===== src/hw/tx_ctrl_pkg.sv =====
/*
 * Shared constants for the transmit state sequencer: timing, stop choices,
 * two-wire port command words and the state type.
 * Assumes the core clock runs at 25 MHz.
 */
package tx_ctrl_pkg;
    localparam int CLK_KHZ = 25000;
    localparam int OSC_SETTLE_US = 400;
    localparam int TUNE_US = 370;
    localparam int STOP_MAX_MS = 90;
    // Derived cycle counts; typical figures, so no rounding direction matters
    localparam int OSC_SETTLE_CYCLES = OSC_SETTLE_US * CLK_KHZ / 1000;
    localparam int TUNE_CYCLES = TUNE_US * CLK_KHZ / 1000;
    localparam int MS_CYCLES = CLK_KHZ;
    localparam int TIMER_W = 16;
    // Stop selection: codes 0..7 give 2..9 ms, codes 8..15 give 20..90 ms
    localparam int STOP_SEL_W = 4;
    localparam logic [6:0] STOP_SHORT_BASE_MS = 7'h02;
    localparam logic [6:0] STOP_LONG_STEP_MS = 7'h0a;
    localparam logic [6:0] STOP_LONG_BASE_MS = 7'h14;
    // Two-wire port commands, shifted most significant bit first
    localparam int PORT_RESET_LEN = 48;
    localparam logic [47:0] PORT_RESET_WORD = 48'h0000_0000_8d00;
    localparam logic [15:0] PORT_DISABLE_WORD = 16'h8d02;
    localparam logic [15:0] SOFT_RESET_WORD = 16'hbd01;
    // Sample FIFO shape
    localparam int FIFO_WIDTH = 1;
    localparam int FIFO_DEPTH = 8;
    typedef enum logic [1:0] {
        ST_SLEEP,
        ST_OSC_STARTUP,
        ST_TUNE,
        ST_TRANSMIT
    } tx_state_type;
endpackage


===== src/hw/sample_fifo_if.sv =====
/*
 * Valid/ready bundle between the sequencer and its sample FIFO.
 * Assumes both ends run on the same clock.
 */
`timescale 1ns/1ns
`default_nettype none
interface sample_fifo_if #(parameter int WIDTH = 1);
    logic in_valid;
    logic in_ready;
    logic [WIDTH-1:0] in_data;
    logic out_valid;
    logic out_ready;
    logic [WIDTH-1:0] out_data;
    modport user_side (output in_valid, in_data, out_ready, input in_ready, out_valid, out_data);
    modport fifo_side (input in_valid, in_data, out_ready, output in_ready, out_valid, out_data);
endinterface
`default_nettype wire


===== src/hw/sample_fifo.sv =====
/*
 * Small synchronous FIFO, width and depth as parameters.
 * Assumes one clock and a synchronous active-high reset; depth a power of two.
 */
`timescale 1ns/1ns
`default_nettype none
module sample_fifo #(
    parameter int WIDTH = 1,
    parameter int DEPTH = 8
) (
    // Clock and reset
    input wire logic core_clk,
    input wire logic rst,
    // Flush request, drops all held words
    input wire logic flush,
    // Data path
    sample_fifo_if.fifo_side port
);
    localparam int AW = $clog2(DEPTH);
    logic [WIDTH-1:0] mem [DEPTH];
    logic [AW-1:0] wr_ptr;
    logic [AW-1:0] rd_ptr;
    logic [AW:0] count;
    wire push = port.in_valid && port.in_ready;
    wire pop = port.out_valid && port.out_ready;

    ////////////////////////////////////////////////////////////////////////
    // Flags come from the count, so full and empty are exact
    assign port.in_ready = (count != (AW+1)'(DEPTH));
    assign port.out_valid = (count != '0);
    assign port.out_data = mem[rd_ptr];

    // Storage
    always_ff @(posedge core_clk) begin
        if (push) begin
            mem[wr_ptr] <= port.in_data;
        end
    end

    // Pointers and fill level
    always_ff @(posedge core_clk) begin
        if (rst || flush) begin
            wr_ptr <= '0;
            rd_ptr <= '0;
            count <= '0;
        end else begin
            wr_ptr <= wr_ptr + AW'(push);
            rd_ptr <= rd_ptr + AW'(pop);
            count <= count + (AW+1)'(push) - (AW+1)'(pop);
        end
    end
endmodule
`default_nettype wire


===== src/hw/tx_state_control.sv =====
/*
 * Transmit state sequencer: sleep, oscillator startup, tune, transmit,
 * start-edge detection, stop-on-low timing and the two-wire command port.
 * Assumes data_pin and port_clk arrive from a host outside this clock domain.
 */
// What this block does
// - Four states, walked sleep, oscillator startup, tune, transmit in order.
// - Sleep keeps oscillator, synthesizer and amplifier all off.
// - Configured rising or falling data edge leaves sleep and starts the oscillator.
// - Tune lasts about 370 us, then transmit follows.
// - Amplifier stays off and data is dropped until transmit begins.
// - In transmit the data pin level is continuously fed to the modulator.
// - Data low continuously for the stop time ends the transmission.
// - Stop time is 2 to 9 ms by 1 ms or 20 to 90 ms by 10.
// - Soft reset command during transmit ends it within 1 ms.
// - Falling-edge mode: move to tune once settled, ignore data in tune.
// - Port is data plus clock, host clock between 10 kHz and 1 MHz.
// - Port reset: 32 low clocks then 0x8d00, 48 clocks, port logic only.
// - After port reset, start edges are ignored until port disable.
// - Port disable 0x8d02 over 16 clocks re-enables start-edge detection.
// - Soft reset 0xbd01 resets all but the port and returns to sleep.
`timescale 1ns/1ns
`default_nettype none
module tx_state_control
    import tx_ctrl_pkg::*;
#(
    parameter int OSC_CYCLES = tx_ctrl_pkg::OSC_SETTLE_CYCLES,
    parameter int TUNE_CNT = tx_ctrl_pkg::TUNE_CYCLES,
    parameter int MS_CNT = tx_ctrl_pkg::MS_CYCLES
) (
    // Clock and reset
    input wire logic core_clk,
    input wire logic rst,
    // Host pins
    input wire logic data_pin,
    input wire logic port_clk,
    // Configuration
    input wire logic start_on_falling,
    input wire logic [tx_ctrl_pkg::STOP_SEL_W-1:0] stop_sel,
    // Modulator side
    input wire logic mod_ready,
    output logic mod_valid,
    output logic mod_data,
    output logic sample_accept,
    // Analog enables and status
    output logic crystal_osc_enable,
    output logic synth_enable,
    output logic power_amp_enable,
    output logic port_active,
    output tx_ctrl_pkg::tx_state_type state
);
    import tx_ctrl_pkg::*;

    // Stop time in milliseconds from the selection code
    function automatic logic [6:0] stop_ms(input logic [STOP_SEL_W-1:0] sel);
        logic [6:0] low;
        low = {4'h0, sel[2:0]};
        if (sel[3]) begin
            stop_ms = 7'(STOP_LONG_BASE_MS + 7'(low * STOP_LONG_STEP_MS));
        end else begin
            stop_ms = STOP_SHORT_BASE_MS + low;
        end
    endfunction

    ////////////////////////////////////////////////////////////////////////
    // Pin synchronisers; only the second and third stages feed logic
    logic data_meta, data_sync, data_prev;
    logic clk_meta, clk_sync, clk_prev;
    always_ff @(posedge core_clk) begin
        if (rst) begin
            data_meta <= 1'b0;
            data_sync <= 1'b0;
            data_prev <= 1'b0;
            clk_meta <= 1'b0;
            clk_sync <= 1'b0;
            clk_prev <= 1'b0;
        end else begin
            data_meta <= data_pin;
            data_sync <= data_meta;
            data_prev <= data_sync;
            clk_meta <= port_clk;
            clk_sync <= clk_meta;
            clk_prev <= clk_sync;
        end
    end

    wire data_rise = data_sync && !data_prev;
    wire data_fall = !data_sync && data_prev;
    wire port_clk_rise = clk_sync && !clk_prev;
    // The data pin doubles as port data, so edges only count while the port is off
    wire start_edge = !port_active && (start_on_falling ? data_fall : data_rise);

    ////////////////////////////////////////////////////////////////////////
    // Two-wire command shifter, sampled on the port clock rising edge
    logic [PORT_RESET_LEN-1:0] shift;
    wire [PORT_RESET_LEN-1:0] next_shift = {shift[PORT_RESET_LEN-2:0], data_sync};
    wire hit_port_reset = port_clk_rise && (next_shift == PORT_RESET_WORD);
    wire hit_port_disable = port_clk_rise && port_active && (next_shift[15:0] == PORT_DISABLE_WORD);
    wire hit_soft_reset = port_clk_rise && port_active && (next_shift[15:0] == SOFT_RESET_WORD);

    // A matched command clears the shifter so its bits cannot match twice
    always_ff @(posedge core_clk) begin
        if (rst || hit_port_reset || hit_port_disable || hit_soft_reset) begin
            shift <= '0;
        end else if (port_clk_rise) begin
            shift <= next_shift;
        end
    end

    // Port enable flag; port reset touches nothing else
    always_ff @(posedge core_clk) begin
        if (rst) begin
            port_active <= 1'b0;
        end else if (hit_port_reset) begin
            port_active <= 1'b1;
        end else if (hit_port_disable) begin
            port_active <= 1'b0;
        end
    end

    ////////////////////////////////////////////////////////////////////////
    // Millisecond divider that restarts whenever data goes high, so the stop
    // count measures an unbroken low stretch exactly
    logic [TIMER_W-1:0] ms_div;
    logic [6:0] low_ms;
    wire ms_tick = (ms_div == TIMER_W'(MS_CNT - 1));
    wire counting_low = (state == ST_TRANSMIT) && !data_sync;
    wire stop_reached = counting_low && ms_tick && (low_ms + 7'h01 == stop_ms(stop_sel));

    always_ff @(posedge core_clk) begin
        if (rst || !counting_low) begin
            ms_div <= '0;
            low_ms <= '0;
        end else if (ms_tick) begin
            ms_div <= '0;
            low_ms <= low_ms + 7'h01;
        end else begin
            ms_div <= ms_div + TIMER_W'(1);
        end
    end

    ////////////////////////////////////////////////////////////////////////
    // State sequencer
    logic [TIMER_W-1:0] phase_cnt;
    tx_state_type next_state;
    wire osc_done = (phase_cnt == TIMER_W'(OSC_CYCLES - 1));
    wire tune_done = (phase_cnt == TIMER_W'(TUNE_CNT - 1));

    // Next state; data level is not looked at in startup or tune
    always_comb begin
        next_state = state;
        unique case (state)
            ST_SLEEP: if (start_edge) next_state = ST_OSC_STARTUP;
            ST_OSC_STARTUP: if (osc_done) next_state = ST_TUNE;
            ST_TUNE: if (tune_done) next_state = ST_TRANSMIT;
            ST_TRANSMIT: if (stop_reached) next_state = ST_SLEEP;
        endcase
        if (hit_soft_reset) begin
            next_state = ST_SLEEP;
        end
    end

    // State register and phase timer
    always_ff @(posedge core_clk) begin
        if (rst) begin
            state <= ST_SLEEP;
            phase_cnt <= '0;
        end else begin
            state <= next_state;
            if (next_state != state) begin
                phase_cnt <= '0;
            end else begin
                phase_cnt <= phase_cnt + TIMER_W'(1);
            end
        end
    end

    // Analog enables follow the next state so they change with it
    always_ff @(posedge core_clk) begin
        if (rst) begin
            crystal_osc_enable <= 1'b0;
            synth_enable <= 1'b0;
            power_amp_enable <= 1'b0;
        end else begin
            crystal_osc_enable <= (next_state != ST_SLEEP);
            synth_enable <= (next_state == ST_TUNE) || (next_state == ST_TRANSMIT);
            power_amp_enable <= (next_state == ST_TRANSMIT);
        end
    end

    ////////////////////////////////////////////////////////////////////////
    // Sample path: one data sample per clock into the FIFO, only in transmit
    sample_fifo_if #(.WIDTH(FIFO_WIDTH)) fifo_bus ();
    wire leaving = (state == ST_TRANSMIT) && (next_state != ST_TRANSMIT);

    assign fifo_bus.in_valid = (state == ST_TRANSMIT);
    assign fifo_bus.in_data = data_sync;
    // Output stage accepts a word when empty or when the modulator takes one
    assign fifo_bus.out_ready = !mod_valid || mod_ready;

    sample_fifo #(.WIDTH(FIFO_WIDTH), .DEPTH(FIFO_DEPTH)) fifo_inst (
        .core_clk(core_clk),
        .rst(rst),
        .flush(leaving),
        .port(fifo_bus.fifo_side)
    );

    // Registered output stage; a stalled modulator backs up into the FIFO and
    // samples taken while it is full are lost, shown by sample_accept low
    always_ff @(posedge core_clk) begin
        if (rst || leaving) begin
            mod_valid <= 1'b0;
            mod_data <= 1'b0;
            sample_accept <= 1'b0;
        end else begin
            sample_accept <= fifo_bus.in_ready && fifo_bus.in_valid;
            if (fifo_bus.out_ready) begin
                mod_valid <= fifo_bus.out_valid;
                mod_data <= fifo_bus.out_data[0];
            end
        end
    end
endmodule
`default_nettype wire


===== config.mk =====
export PLATFORM = sky130hd
export DESIGN_NAME = tx_state_control
export DESIGN_NICKNAME = d
export VERILOG_FILES = /design/src/hw/tx_ctrl_pkg.sv /design/src/hw/sample_fifo_if.sv /design/src/hw/sample_fifo.sv /design/src/hw/tx_state_control.sv
export SDC_FILE = /design/constraint.sdc
export NUM_CORES = 1
export LEC_CHECK = 0
export BUFFER_PORTS_ARGS = -buffer_cell sky130_fd_sc_hd__buf_2
export CORE_MARGIN = 5
export CORE_UTILIZATION = 66
export DETAILED_ROUTE_END_ITERATION = 6
export GPL_TIMING_DRIVEN = 0
export PLACE_DENSITY_LB_ADDON = 0.08
export SLEW_MARGIN = 20
export SYNTH_ARGS = -nofsm -noshare
export SYNTH_HDL_FRONTEND = slang
export SYNTH_SLANG_ARGS = --single-unit
export TNS_END_PERCENT = 30

===== constraint.sdc =====
create_clock -name core_clk -period 5.7 [get_ports core_clk]
set_clock_uncertainty 0.05 [all_clocks]
set_input_delay 0.285 -clock core_clk [delete_from_list [all_inputs] [get_ports core_clk]]
set_output_delay 0.285 -clock core_clk [all_outputs]
set_load 0.03 [all_outputs]

==> reports/qor.log <==
qor: final_layout.register_area 2460 um2
qor: power.vdd_ir_drop_max 0.000246 V
qor: grt.first_global_vias 4,387
qor: floorplan.die_area 10,100 um2
qor: clock_tree.cts_tree built
qor: synthesis.netlist_top_cells_area dfxtp_1 (41%), nand2_1 (8.1%), a21oi_1 (5.1%), edfxtp_1 (4.4%), ha_1 (4.4%)
qor: clock_tree.clkLatencyLatePin 0.51 ns
qor: clock_tree.number_of_buffers_created_by_cts 17
qor: timing.rsz0062_at_grt false
qor: grt.antenna_violations_before_repair 0
qor: synthesis.postSynthNetCount 659
qor: clock_tree.clkTransAtPathRegs 0.06 ns
qor: synthesis.synthDominantCellAreaShare 41.1%
qor: route.detailedRoute.firstPassIterationCount 7
qor: route.post-route-drc-count 0
qor: floorplan.ioPinCount 19
qor: final_layout.num-nets-final 697
qor: timing.postLayoutSetupSlackWorst 2.86 ns
qor: worst_setup_path.crit_start phase_cnt[12]$_SDFF_PP0_
qor: grt.grt_max_degree 17
qor: synthesis.synth_compound_area_share 10.2%
qor: floorplan.placeableCoreArea 8090 um2
qor: worst_hold_path.min_path_type input port to register
qor: final_layout.num_antenna_cells 0
qor: placed_design.worst_setup_slack_before_clock_tree_synthesis 2.67 ns
qor: route.drt.antenna.violating_nets 0
qor: placed_design.place.gp.congestion 0.846
qor: timing.worst_pin_slew 0.612 ns
qor: route.post_drt_wl_per_cell 14.6 um
qor: worst_setup_path.cp_data_arrival_time 3.18 ns
qor: synthesis.post_synth.cell_area_avg 8.60 um2
qor: synthesis.largest_family_of_logic_cells_by_synthesized_area simple AND/OR/NAND/NOR gates
qor: timing.slew_headroom 59.1%
qor: placed_design.placed_area 5620 um2
qor: worst_setup_path.setup.worst_path.end_class register
qor: final_layout.final_instance_area 6280 um2
qor: clock_tree.cts_root_buffer clkbuf_8
qor: worst_setup_path.timing.critical_path.required 6.05 ns
qor: placed_design.io_buffers 17
qor: final_layout.final_core_util 77.6%
qor: job.maxCapViolations 0
qor: synthesis.netlist_instances 629
qor: floorplan.vertical_die_dimension 101 um
qor: synthesis.ys_dominant_reg_cell dfxtp_1
qor: worst_setup_path.element_type_at_the_critical_path_start register
qor: status.status finished clean
qor: worst_setup_path.crit_type register to register
qor: final_layout.total_of_fill_cells_in_the_finished_design 580
qor: worst_setup_path.crit_path_max_fanout 10
qor: final_layout.drive_above_1_share 10.1%
qor: placed_design.detailedPlacementHpwl 7.52 mm
qor: floorplan.floorplan.rows 33
qor: worst_setup_path.r2r-start phase_cnt[12]$_SDFF_PP0_
qor: synthesis.post_synth_num_cell_types 59
qor: worst_hold_path.worstHoldPathCells 4
qor: synthesis.post_synth_mux_area_share 1.39%
qor: grt.grt_util_all_layers 24.2%
qor: clock_tree.cts_repair_resize_count 0
qor: synthesis.post_synth_instance_area 5410 um2
qor: route.dr.first_iter.drc_count 323
qor: synthesis.post_synthesis_async_set_or_reset_flop_share 0%
qor: timing.report.final.slew_viol_count 0
qor: timing.fmaxAchievable 0.353 GHz
qor: timing.timing.final.hold_violations 0
qor: clock_tree.post-cts-setup-buffers 0
qor: synthesis.yosys.area.top_type dfxtp_1
qor: power.cellPowerDensity 363 nW/um2
qor: synthesis.synth-simple-area-share 25.9%
qor: grt.gr-total-overflow 0
qor: route.routed_wl 11.5 mm
qor: timing.period_share 49.8%
qor: worst_setup_path.number_of_cell_instances_on_the_worst_register_to_register_path 7
qor: clock_tree.cts_htree_levels 4
qor: timing.timing.final.crit_period 2.84 ns
qor: final_layout.area_added_between_synthesis_and_finish 16.1%
qor: floorplan.start_util 66.8%
qor: synthesis.synth_xor_area_share 8.31%
qor: timing.final.setup.tns 0 ns
qor: worst_hold_path.worst_hold_startpoint mod_ready
qor: synthesis.post_synth_fa_ha_maj_area_fraction 4.77%
qor: route.via_per_inst 5.81
qor: synthesis.synth_seq_cells 119
qor: floorplan.chipWidth 101 um
qor: route.detailroute.via_count 4,564
qor: clock_tree.clkSinkCount 119
qor: placed_design.dp_cells 751
qor: clock_tree.total_of_hold_buffers_inserted_after_clock_tree_synthesis 2
qor: timing.finish_stage_setup_viols 0
qor: synthesis.register_area_share_after_synthesis 45.5%
qor: clock_tree.deepest_clock_path_buffer_count 2
qor: synthesis.synth_enable_flop_cells 8
qor: grt.wire_length_of_the_first_global_routing_pass 19.7 mm
qor: power.p_leak 2.24 nW
qor: final_layout.multi_input_area 2740 um2
qor: final_layout.final_cells 785
qor: synthesis.synth-warning-count 0
## cell usage in the layout, fill, tap and decap left out, drive strengths merged, types with 5 or more instances in the layout
cell    netlist  routed
a21oi        57      57
and3          5       5
buf          11      28
clkbuf       17      39
dfxtp       111     111
edfxtp        8       8
ha           19      19
inv          21      22
nand2       117     117
nand2b        6       6
nand3        20      20
nand4        12      12
nor2         62      62
nor2b        10      10
nor3         29      29
nor4         15      15
o21ai         7       7
or3           7       7
xnor2        22      22
xor2         24      24
## registers in the layout, indices dropped and copies added (netlist names)
register,cells
clk_prev,1
sample_accept,1
fifo_inst.rd_ptr,3
data_meta,1
clk_sync,1
fifo_inst.wr_ptr,3
clk_meta,1
crystal_osc_enable,1
phase_cnt,16
synth_enable,1
fifo_inst.count,4
data_prev,1
low_ms,7
ms_div,16
mod_data,1
fifo_inst.mem,8
mod_valid,1
state,2
data_sync,1
shift,47
power_amp_enable,1
port_active,1
## cell families after synthesis
logic type	after synthesis
flops	119
buf+inv	49
fa+ha+maj	20
mux	5
compound gates	88
simple gates	300
xor+xnor	48
## per-stage QoR
step	power, mW	hold WS, ns
4_1_cts	2.29	0.0294
3_5_place_dp	1.17	0.379
5_1_grt	2.37	0.0649
3_3_place_gp	1.16	0.377
2_1_floorplan	1.12	0.363
6_report	2.28	0.0426
## synthesized netlist by cell type, drive strengths merged, types with 8 or more instances
library cell	n
nand2	117
nand3	20
nor3	29
dfxtp	111
edfxtp	8
xnor2	22
nor4	15
nand4	12
ha	19
buf	11
a21oi	57
clkbuf	17
xor2	24
nor2	62
inv	21
nor2b	10
## layer usage
metal  track usage, %  up-vias  routed length, um
met2             41.2      162               5810
met1             29.6     2131               4910
li1                 -     2249                  -
met3             5.67       22                593
met4             9.33        0                184
met5                0        -                  0
## layout make-up
| cell class | instances | share of cell area (%) |
|---|---|---|
| Buffer | 28 | 2.07 |
| Clock buffer | 22 | 7.87 |
| Clock inverter | 10 | 2.21 |
| Inverter | 21 | 1.26 |
| Multi-Input combinational cell | 461 | 43.6 |
| Sequential cell | 119 | 39.2 |
| Tap cell | 105 | 2.09 |
| Timing Repair Buffer | 19 | 1.67 |
## worst paths after layout
kind	endpoint	slack, ns
worst max-delay path	phase_cnt[13]$_SDFF_PP0_	2.86
worst min-delay path	mod_valid$_SDFFE_PP0N_	0.04
worst max register to register	phase_cnt[13]$_SDFF_PP0_	2.86
worst min register to register	clk_sync$_SDFF_PP0_	0.40
## critical path: stages, from the launching register on
cell,delay [ns]
dfxtp_1,0.34
nor4b_1,0.39
nand4b_1,0.27
nor4_1,0.56
nor2_1,0.16
o311ai_2,0.55
buf_2,0.34
nor3_1,0.07
## report_power, final
part | total, mW | internal [mW] | switching, mW
clock | 1.11 | 0.738 | 0.375
sequential | 0.906 | 0.876 | 0.0294
combinational | 0.262 | 0.114 | 0.148
Power figures use the tool's default switching activity.
